## src/rtl/pos_latch_regs.vh

```
// Constants for the position counter latch and synchronization block.
// Assumes byte-addressed feedback image; included by the design file and the bench.
`ifndef POS_LATCH_REGS_VH
`define POS_LATCH_REGS_VH

// Feedback image byte offsets
`define FB_OFS_COUNT      8'h00
`define FB_OFS_ERR_LOAD   8'h04
`define FB_OFS_DIR_GATE   8'h05
`define FB_OFS_LIM_SYNC   8'h06
`define FB_OFS_RUN_COUNT  8'h08

// Error and load status byte bit positions
`define B4_SUPPLY_SHORT   7
`define B4_PARAM_ERR      5
`define B4_CLEAR_ACTIVE   2
`define B4_LOAD_ERR       1
`define B4_LOAD_RUNNING   0

// Direction, input and gate byte bit positions
`define B5_COUNT_DOWN     7
`define B5_COUNT_UP       6
`define B5_INPUT_LEVEL    1
`define B5_INT_GATE       0

// Limit and synchronization byte bit positions
`define B6_ZERO_CROSS     7
`define B6_LOW_LIMIT      6
`define B6_HIGH_LIMIT     5
`define B6_SYNC_DONE      0

// Digital input function codes
`define DI_FN_INPUT       3'h0
`define DI_FN_HW_GATE     3'h1
`define DI_FN_LATCH_RETRG 3'h2
`define DI_FN_LATCH       3'h3
`define DI_FN_SYNC        3'h4

// Reset states and counting limits
`define RST_COUNT         32'h00000000
`define RST_LOAD          32'h00000000
`define RST_LATCH         32'h00000000
`define CNT_HIGH_LIMIT    32'h7fffffff
`define CNT_LOW_LIMIT     32'h80000000
`define CNT_MINUS_ONE     32'hffffffff
`define CNT_ZERO          32'h00000000
`define CNT_STEP          32'h00000001
`define BYTE_ZERO         8'h00

`endif

```

## src/rtl/position_counter_latch_sync.v

```verilog
// Position counter with latch, latch-and-retrigger and reference sync,
// and the cyclic feedback image read by the controller.
// Assumes count pulses and control bits come from logic on i_clk; the
// digital input and supply-short pins are asynchronous and synchronised.
`timescale 1ns/1ps
`include "pos_latch_regs.vh"

module position_counter_latch_sync #(
	parameter CNT_W = 32
) (
	// Clock, reset, enable
	input  wire             i_clk,
	input  wire             i_rst_n,
	input  wire             i_ce,
	// Parameter assignment
	input  wire             i_param_load,
	input  wire [2:0]       i_di_function,
	input  wire             i_gate_interrupt,
	input  wire             i_hw_gate_inverted,
	input  wire             i_sync_periodic,
	input  wire             i_ext_iface,
	// Controller control bits and values
	input  wire             i_soft_gate_ctl,
	input  wire             i_sync_enable_ctl,
	input  wire             i_status_clear_request,
	input  wire             i_load_direct,
	input  wire             i_load_prepare,
	input  wire [CNT_W-1:0] i_load_value,
	// Isochrone timing
	input  wire             i_isochrone,
	input  wire             i_sample_ti,
	// Count pulses from the encoder front end
	input  wire             i_cnt_up,
	input  wire             i_cnt_dn,
	// Pins
	input  wire             i_aux_digital_input,
	input  wire             i_supply_short,
	// Feedback image
	output reg  [CNT_W-1:0] o_fb_count,
	output reg  [7:0]       o_fb_err_load,
	output reg  [7:0]       o_fb_dir_gate,
	output reg  [7:0]       o_fb_lim_sync,
	output reg  [CNT_W-1:0] o_fb_run_count
);

	// Input function decode of latch and retrigger modes, used to pick the shown count
	function is_latch_mode;
		input [2:0] fn;
		begin
			is_latch_mode = (fn == `DI_FN_LATCH) ||
				(fn == `DI_FN_LATCH_RETRG);
		end
	endfunction

	// Edge decode of a level against its value one cycle earlier
	function edge_rise;
		input cur;
		input prev;
		begin
			edge_rise = cur & ~prev;
		end
	endfunction

	function edge_fall;
		input cur;
		input prev;
		begin
			edge_fall = ~cur & prev;
		end
	endfunction

	// Synchroniser stages, one slot per pin, and edge history of the digital input only
	localparam PIN_N     = 2;
	localparam PIN_DI    = 0;
	localparam PIN_SHORT = 1;
	genvar          gp;
	reg [PIN_N-1:0] pin_meta_q;
	reg [PIN_N-1:0] pin_sync_q;
	reg             di_prev_q;
	// Gates and counter state
	reg             soft_ctl_prev_q;
	reg             soft_gate_q;
	reg             int_gate_prev_q;
	reg             started_q;
	reg [CNT_W-1:0] count_q;
	reg [CNT_W-1:0] count_d;
	reg [CNT_W-1:0] load_val_q;
	reg [CNT_W-1:0] latch_q;
	// Status
	reg             sync_used_q;
	reg             dir_up_q;
	reg             dir_dn_q;
	reg             dir_up_d;
	reg             dir_dn_d;
	reg             clear_active_q;
	reg             clear_prev_q;
	reg             load_run_q;
	reg             wrap_hi_d;
	reg             wrap_lo_d;
	reg             zero_d;
	// Sticky flag slots, all cleared by one status clear request
	localparam ST_SYNC  = 0;
	localparam ST_ZERO  = 1;
	localparam ST_LOW   = 2;
	localparam ST_HIGH  = 3;
	localparam ST_LDERR = 4;
	localparam ST_N     = 5;
	genvar          gs;
	reg [ST_N-1:0]  sticky_q;
	reg [ST_N-1:0]  sticky_set;
	// Next image, assembled apart so each group loads in one edge
	reg [CNT_W-1:0] shown_count_d;
	reg [CNT_W-1:0] run_count_d;
	reg [7:0]       err_load_d;
	reg [7:0]       dir_gate_d;
	reg [7:0]       lim_sync_d;

	// Combinational decode of the current cycle
	wire [PIN_N-1:0] pin_raw = {i_supply_short, i_aux_digital_input};
	wire di_level   = pin_sync_q[PIN_DI];
	wire short_lvl  = pin_sync_q[PIN_SHORT];
	wire di_rise    = edge_rise(di_level, di_prev_q);
	wire fn_latch   = (i_di_function == `DI_FN_LATCH);
	wire fn_retrg   = (i_di_function == `DI_FN_LATCH_RETRG);
	wire fn_sync    = (i_di_function == `DI_FN_SYNC);
	wire fn_hw_gate = (i_di_function == `DI_FN_HW_GATE);
	wire hw_gate    = fn_hw_gate ?
		(di_level ^ i_hw_gate_inverted) : 1'b1;
	wire int_gate   = soft_gate_q & hw_gate;
	wire gate_open  = edge_rise(int_gate, int_gate_prev_q);
	wire gate_close = edge_fall(int_gate, int_gate_prev_q);
	wire soft_rise  = edge_rise(i_soft_gate_ctl, soft_ctl_prev_q);
	wire param_err  = (i_di_function > `DI_FN_SYNC) ||
		(i_hw_gate_inverted & ~fn_hw_gate);
	// Retrigger armed once the soft gate has opened at least once
	wire retrg_ev   = fn_retrg & di_rise & started_q;
	wire latch_ev   = (fn_latch & di_rise) | retrg_ev;
	// Sync needs running soft gate and enable; once-only skips reuse
	wire sync_ev    = fn_sync & di_rise & soft_gate_q &
		i_sync_enable_ctl &
		(i_sync_periodic | ~sync_used_q);
	wire step_up    = int_gate & i_cnt_up & ~i_cnt_dn;
	wire step_dn    = int_gate & i_cnt_dn & ~i_cnt_up;
	// Cancel-type reload on gate open; retrigger mode only pauses
	wire open_load  = gate_open & ~fn_retrg &
		(~started_q | ~i_gate_interrupt);
	wire clear_rise = edge_rise(i_status_clear_request, clear_prev_q);
	wire fb_take    = ~i_isochrone | i_sample_ti;

	// Next count: loads beat pulses; wrap follows two's complement
	always @* begin
		count_d   = count_q;
		wrap_hi_d = 1'b0;
		wrap_lo_d = 1'b0;
		zero_d    = 1'b0;
		if (i_load_direct) begin
			count_d = i_load_value;
		end else if (retrg_ev || sync_ev || open_load) begin
			count_d = load_val_q;
		end else if (step_up) begin
			count_d   = count_q + `CNT_STEP;
			wrap_hi_d = (count_q == `CNT_HIGH_LIMIT);
			zero_d    = (count_q == `CNT_MINUS_ONE);
		end else if (step_dn) begin
			count_d   = count_q - `CNT_STEP;
			wrap_lo_d = (count_q == `CNT_LOW_LIMIT);
			zero_d    = (count_q == `CNT_ZERO);
		end
	end

	// Pin synchronisers; first stage feeds only the second
	generate
		for (gp = 0; gp < PIN_N; gp = gp + 1) begin : g_pin_sync
			always @(posedge i_clk) begin
				if (!i_rst_n) begin
					pin_meta_q[gp] <= 1'b0;
					pin_sync_q[gp] <= 1'b0;
				end else if (i_ce) begin
					pin_meta_q[gp] <= pin_raw[gp];
					pin_sync_q[gp] <= pin_meta_q[gp];
				end
			end
		end
	endgenerate

	// Edge history; resets low, the idle level, so no false edge
	always @(posedge i_clk) begin
		if (!i_rst_n) begin
			di_prev_q <= 1'b0;
		end else if (i_ce) begin
			di_prev_q <= di_level;
		end
	end

	// Soft gate opens only on a control rising edge, closes on low
	always @(posedge i_clk) begin
		if (!i_rst_n || i_param_load) begin
			soft_ctl_prev_q <= 1'b0;
			soft_gate_q     <= 1'b0;
			int_gate_prev_q <= 1'b0;
			started_q       <= 1'b0;
		end else if (i_ce) begin
			soft_ctl_prev_q <= i_soft_gate_ctl;
			int_gate_prev_q <= int_gate;
			if (!i_soft_gate_ctl) begin
				soft_gate_q <= 1'b0;
			end else if (soft_rise) begin
				soft_gate_q <= 1'b1;
			end
			if (gate_open) begin
				started_q <= 1'b1;
			end
		end
	end

	// Counter, prepared load value and captured count
	always @(posedge i_clk) begin
		if (!i_rst_n || i_param_load) begin
			count_q    <= `RST_COUNT;
			load_val_q <= `RST_LOAD;
			latch_q    <= `RST_LATCH;
		end else if (i_ce) begin
			count_q <= count_d;
			if (i_load_prepare) begin
				load_val_q <= i_load_value;
			end
			// Capture the pre-reload count; direct load never touches it
			if (latch_ev) begin
				latch_q <= count_q;
			end
		end
	end

	// Once-only sync bookkeeping; re-arms when enable drops
	always @(posedge i_clk) begin
		if (!i_rst_n || i_param_load) begin
			sync_used_q <= 1'b0;
		end else if (i_ce) begin
			if (!i_sync_enable_ctl) begin
				sync_used_q <= 1'b0;
			end else if (sync_ev) begin
				sync_used_q <= 1'b1;
			end
		end
	end

	// Status clear handshake: active follows the request bit
	always @(posedge i_clk) begin
		if (!i_rst_n) begin
			clear_prev_q   <= 1'b0;
			clear_active_q <= 1'b0;
		end else if (i_ce) begin
			clear_prev_q   <= i_status_clear_request;
			clear_active_q <= i_status_clear_request;
		end
	end

	// Set requests of the sticky flags
	always @* begin
		sticky_set           = {ST_N{1'b0}};
		sticky_set[ST_SYNC]  = sync_ev;
		sticky_set[ST_ZERO]  = zero_d;
		sticky_set[ST_LOW]   = wrap_lo_d;
		sticky_set[ST_HIGH]  = wrap_hi_d;
		// Both load strobes at once is ambiguous, flag it
		sticky_set[ST_LDERR] = i_load_direct & i_load_prepare;
	end

	// Sticky flags; a new event in the clear cycle wins
	generate
		for (gs = 0; gs < ST_N; gs = gs + 1) begin : g_sticky
			always @(posedge i_clk) begin
				if (!i_rst_n || i_param_load) begin
					sticky_q[gs] <= 1'b0;
				end else if (i_ce) begin
					sticky_q[gs] <= sticky_set[gs] |
						(sticky_q[gs] & ~clear_rise);
				end
			end
		end
	endgenerate

	// Direction shows the last step taken; cleared on gate close
	always @* begin
		dir_up_d = dir_up_q;
		dir_dn_d = dir_dn_q;
		if (step_up) begin
			dir_up_d = 1'b1;
			dir_dn_d = 1'b0;
		end else if (step_dn) begin
			dir_up_d = 1'b0;
			dir_dn_d = 1'b1;
		end else if (gate_close) begin
			dir_up_d = 1'b0;
			dir_dn_d = 1'b0;
		end
	end

	// Direction flops; load-running is one cycle
	always @(posedge i_clk) begin
		if (!i_rst_n || i_param_load) begin
			dir_up_q   <= 1'b0;
			dir_dn_q   <= 1'b0;
			load_run_q <= 1'b0;
		end else if (i_ce) begin
			load_run_q <= i_load_direct | i_load_prepare;
			dir_up_q   <= dir_up_d;
			dir_dn_q   <= dir_dn_d;
		end
	end

	// Feedback image: every group reloads in one edge, so a reader
	// never sees a mix of old and new bytes. In isochrone mode the
	// image is frozen between sample instants, so the captured count
	// and sync flag are those valid at the last sample.
	always @(posedge i_clk) begin
		if (!i_rst_n) begin
			o_fb_count     <= `RST_COUNT;
			o_fb_err_load  <= `BYTE_ZERO;
			o_fb_dir_gate  <= `BYTE_ZERO;
			o_fb_lim_sync  <= `BYTE_ZERO;
			o_fb_run_count <= `RST_COUNT;
		end else if (i_ce && fb_take) begin
			o_fb_count     <= shown_count_d;
			o_fb_err_load  <= err_load_d;
			o_fb_dir_gate  <= dir_gate_d;
			o_fb_lim_sync  <= lim_sync_d;
			o_fb_run_count <= run_count_d;
		end
	end

	// Next image bytes; reserved bits stay zero
	always @* begin
		err_load_d = `BYTE_ZERO;
		dir_gate_d = `BYTE_ZERO;
		lim_sync_d = `BYTE_ZERO;
		err_load_d[`B4_SUPPLY_SHORT] = short_lvl;
		err_load_d[`B4_PARAM_ERR]    = param_err;
		err_load_d[`B4_CLEAR_ACTIVE] = clear_active_q;
		err_load_d[`B4_LOAD_ERR]     = sticky_q[ST_LDERR];
		err_load_d[`B4_LOAD_RUNNING] = load_run_q;
		dir_gate_d[`B5_COUNT_DOWN]   = dir_dn_q;
		dir_gate_d[`B5_COUNT_UP]     = dir_up_q;
		dir_gate_d[`B5_INPUT_LEVEL]  = di_level;
		dir_gate_d[`B5_INT_GATE]     = int_gate;
		lim_sync_d[`B6_ZERO_CROSS]   = sticky_q[ST_ZERO];
		lim_sync_d[`B6_LOW_LIMIT]    = sticky_q[ST_LOW];
		lim_sync_d[`B6_HIGH_LIMIT]   = sticky_q[ST_HIGH];
		lim_sync_d[`B6_SYNC_DONE]    = sticky_q[ST_SYNC];
		shown_count_d = is_latch_mode(i_di_function) ?
			latch_q : count_q;
		// Running count only on the extended image, else zero
		run_count_d = i_ext_iface ?
			count_q : `RST_COUNT;
	end

endmodule

```

## config.mk

```make
export PLATFORM = sky130hd
export DESIGN_NAME = position_counter_latch_sync
export DESIGN_NICKNAME = d
export VERILOG_FILES = /design/src/rtl/position_counter_latch_sync.v
export VERILOG_INCLUDE_DIRS = /design/src /design/src/rtl
export SDC_FILE = /design/constraint.sdc
export NUM_CORES = 1
export LEC_CHECK = 0
export ABC_AREA = 1
export BUFFER_PORTS_ARGS = -buffer_cell sky130_fd_sc_hd__buf_2
export CELL_PAD_IN_SITES_DETAIL_PLACEMENT = 0
export CELL_PAD_IN_SITES_GLOBAL_PLACEMENT = 1
export CORE_UTILIZATION = 30
export CTS_BUF_LIST = sky130_fd_sc_hd__clkbuf_16
export CTS_CLUSTER_DIAMETER = 200
export DETAILED_ROUTE_END_ITERATION = 8
export GPL_ROUTABILITY_DRIVEN = 0
export GPL_TIMING_DRIVEN = 0
export PLACE_DENSITY_LB_ADDON = 0.1
export REMOVE_ABC_BUFFERS = 1
export SYNTH_ARGS = -nofsm -noshare
export SYNTH_HDL_FRONTEND = slang
export SYNTH_SLANG_ARGS = --single-unit
```

## constraint.sdc

```tcl
create_clock -name i_clk -period 4.7 [get_ports i_clk]
set_input_delay 0.94 -clock i_clk [delete_from_list [all_inputs] [get_ports i_clk]]
set_output_delay 0.94 -clock i_clk [all_outputs]
set_load 0.01 [all_outputs]
```

==> summary.md <==
| Metric | Value |
|---|---|
| Result of the run | `complete, no violations` |
| FMAX | `238 MHz` |
| Leakage power summed over all cells | `5.93 nW` |
| Data required, critical path | `5.04 ns` |
| Count of maximum capacitance violations | `0` |
| Layout filler cell count | `3,947` |
| Total congestion overflow | `0` |
| Met2 demand-to-capacity share in global routing | `32.4%` |
| Cells after synthesis | `1,686` |
| Later-pin clock latency in the skew report | `0.45 ns` |
| Synthesized flop and latch total | `192` |
| HPWL after detailed placement | `25,900 um` |
| Root buf cell | `sky130_fd_sc_hd__clkbuf_16` |
| Critical path buffer and inverter count | `1` |
| Final worst clock skew | `0.0125 ns` |
| Number of cells on the worst hold path | `2` |
| Cell repeated most along the worst path | `sky130_fd_sc_hd__nand2_1` |
| Leading cell types in the layout, fill and taps excluded | `490 x sky130_fd_sc_hd__nand2_1, 206 x sky130_fd_sc_hd__a21oi_1, 193 x sky130_fd_sc_hd__inv_1` |
| Vias in the first global route | `10,000` |
| Critical-path cell list | `buf_2 -> nor3_1 -> nand2_1 -> nand2_2 -> nor2_2 -> a21oi_4 -> nand3_4 -> nand2_2 -> nand2_1 -> nand2_1 -> a21oi_1` |
| Final std cell area, no fill | `0.0122 mm2` |
| Post-CTS setup buffer count | `0` |
| First-pass GRT wire length | `57,300 um` |
| Final nets | `1,849` |
| Yosys warns | `0` |
| Number of DRC violations after detailed routing | `0` |
| Clock Pin Slew Worst Setup and Hold Paths | `0.08 ns` |
| Largest net degree at the start of global routing | `73` |
| Count of hold-fix buffers inserted at cts | `0` |
| Routed vias | `10,600` |
| Total CTS buffers | `17` |
| CP endpoint kind | `register` |
| Number of buffer cells added on primary ports | `130` |
| Actual slew at the worst max-slew pin | `1.31 ns` |
| Share of final-layout standard cells stronger than drive strength 1 | `10.0%` |
| Max-slew violation count | `0` |
| GRT Resource Usage Total | `20.8%` |
| Layer with the highest usage after global routing | `met2` |
| Core box area | `0.0346 mm2` |
| Number of antenna violations at the first check in global routing | `0` |
| Final Routed Wirelength | `36,300 um` |
| Final setup violation count | `0` |
| Crit-path max cell delay | `1.05 ns` |
| Per-instance average area after synthesis | `6.27 um2` |
| Slowest-stage cell, CP | `sky130_fd_sc_hd__nand2_2` |
| Family of cells with the greatest summed delay on the critical path | `simple AND/OR/NAND/NOR gates` |
| Crit path depth | `11` |
| Unrepaired setup endpoints after global routing | `no` |
| IO Pins | `142` |
| Final Hold Slack | `0.456 ns` |
| Critical path fanouts, max | `49` |
| Hold violation total from the final report | `0` |
| Overall die area | `0.0360 mm2` |
| Combined area of all synthesized cells | `0.0106 mm2` |
| Routed Antenna Nets | `0` |
| Sequential element share of the synthesized area | `36.4%` |
| CTS tree | `done` |
| Maximum ir drop on the vdd rail | `258 uV` |
| Met1 Track Usage GR | `30.3%` |
| Height of the die | `190 um` |
| GRT met3 Usage | `3.04%` |
| Final critical-path share of the clock period | `89.6%` |
| Site row count | `68` |
| Critical Path AT | `4.55 ns` |
| Number of different library cells in the post-synthesis netlist | `34` |
| Number of detailed-routing iterations run before antenna repair | `5` |
| Width of the die | `190 um` |
| Cell count of the worst reg-to-reg path | `10` |
| Type of the most critical hold path | `reg -> reg` |
| Detail-routed net length per standard cell | `16.3 um` |
| Synthesis-to-finish area growth | `15.7%` |
| Number of antenna repair diodes | `0` |
| Cell area after placement | `0.0116 mm2` |
| Tmin final | `4.21 ns` |
| # H-tree levels | `4` |
| Maximum clock insertion buffer count | `2` |
| Count of instances resized after the clock tree is built | `0` |
| Worst max-slew margin expressed relative to the limit | `12.6%` |
| Iter 0 DRT Violations | `581` |
| Most common cell after layout, fill and taps aside | `sky130_fd_sc_hd__nand2_1` |
| Fin Setup TNS | `0 ns` |
| Crit Path Class | `in -> reg` |
| Clock sink total | `192` |
| Launching element type of the critical path | `input port` |
| Initial standard-cell utilization of the core | `30.5%` |
| Power Density | `346 mW/mm2` |
| Detailed-route vias per instance | `4.74` |
flip-flops by register name (all words and copies together), names as in the netlist, 2 cells and up:
register and cells:
count_q 32, latch_q 32, lim_sync_d 4, load_val_q 32
o_fb_count 32, o_fb_dir_gate 4, o_fb_err_load 5, o_fb_lim_sync 4
o_fb_run_count 32, pin_meta_q 2
per-stage QoR:
step / worst slack (ns) / utilization (%) / cells / power (mW)
final: 0.491 / 35.3 / 2228 / 4.23
after global routing: 0.204 / 35.3 / 2228 / 4.49
after CTS: 0.517 / 35.3 / 2228 / 4.30
after detailed placement: 0.0482 / 33.5 / 2196 / 2.68
after global placement: -6.02 / 33.0 / 2190 / 2.67
after floorplan: -0.643 / - / 1605 / 2.34
worst paths after layout:
check | start | endpoint | slack, ns
max | i_di_function[2] | count_q[19]$_SDFFE_PP0P_ | 0.49
min | load_val_q[28]$_SDFFE_PP0P_ | load_val_q[28]$_SDFFE_PP0P_ | 0.46
min reg2reg | load_val_q[28]$_SDFFE_PP0P_ | load_val_q[28]$_SDFFE_PP0P_ | 0.46
max reg2reg | di_level$_SDFFE_PN0P_ | count_q[19]$_SDFFE_PP0P_ | 0.81
logic make-up (layout without fill, tap and decap cells):
group | after synthesis | after routing | share of synthesized area, %
and+or+nand+nor | 810 | 810 | 30.7
AOI/OAI and AO/OA | 347 | 347 | 16.7
buffers and inverters | 288 | 365 | 10.9
DFF | 192 | 192 | 36.4
adders and majority gates | 35 | 35 | 4.21
xor gates and xnor gates | 13 | 13 | 1.08
other | 1 | 11 | 0.0355
Yosys cell counts:
library cell	number	share of area (%)
sky130_fd_sc_hd__nand2_1	491	17
sky130_fd_sc_hd__a21oi_1	207	9.8
sky130_fd_sc_hd__inv_1	193	6.9
sky130_fd_sc_hd__dfxtp_1	192	36
sky130_fd_sc_hd__nor2_1	187	6.6
sky130_fd_sc_hd__o21ai_0	129	6.1
sky130_fd_sc_hd__nand3_1	102	4.8
sky130_fd_sc_hd__clkbuf_1	57	2.0
sky130_fd_sc_hd__ha_1	34	4.0
sky130_fd_sc_hd__nand4_1	13	0.77
sky130_fd_sc_hd__buf_4	12	0.85
sky130_fd_sc_hd__buf_1	10	0.36
sky130_fd_sc_hd__buf_2	10	0.47
sky130_fd_sc_hd__nor3_1	9	0.43
sky130_fd_sc_hd__xnor2_1	8	0.66
sky130_fd_sc_hd__xor2_1	5	0.41
sky130_fd_sc_hd__o21bai_1	4	0.28
sky130_fd_sc_hd__clkinv_1	3	0.11
sky130_fd_sc_hd__nor4_1	3	0.18
sky130_fd_sc_hd__buf_6	2	0.21
sky130_fd_sc_hd__nand2_2	2	0.12
sky130_fd_sc_hd__a211oi_1	1	0.071
sky130_fd_sc_hd__a21o_1	1	0.071
sky130_fd_sc_hd__a21oi_4	1	0.15
sky130_fd_sc_hd__a31oi_1	1	0.059
sky130_fd_sc_hd__and2_1	1	0.059
sky130_fd_sc_hd__conb_1	1	0.035
sky130_fd_sc_hd__fa_1	1	0.19
sky130_fd_sc_hd__inv_2	1	0.035
sky130_fd_sc_hd__nand3_4	1	0.17
sky130_fd_sc_hd__nor2_2	1	0.059
sky130_fd_sc_hd__o21ai_1	1	0.047
sky130_fd_sc_hd__o22ai_1	1	0.059
sky130_fd_sc_hd__o31ai_1	1	0.071
tightest hold or removal path: cells and delay by family, from the launching register on:
family          cells  cell delay, ns
flops               1            0.30
buf+inv             1            0.06
compound gates      1            0.05
area by class of cell:
class                           instances  area [um2]  area share (%)
Clock buffer                           17         425            3.48
Clock inverter                         15         205            1.68
Inverter                              197         744            6.09
Multi-Input combinational cell       1216        5650            46.2
Sequential cell                       192        3840            31.4
Tap cell                              455         569            4.66
Timing Repair Buffer                  136         793            6.49
report_power, final:
part	total [mW]	internal (mW)	switching, mW
sequential	1.73	1.68	0.0443
clock	1.60	0.900	0.704
combinational	0.904	0.289	0.615
per-layer routing:
layer  share of wire (%)  up-vias
met1                  52     4875
li1                    -     5497
met2                  44      170
met3                 3.6       15
met4                0.67        0
met5                   0        -
Power figures use the tool's default switching activity.
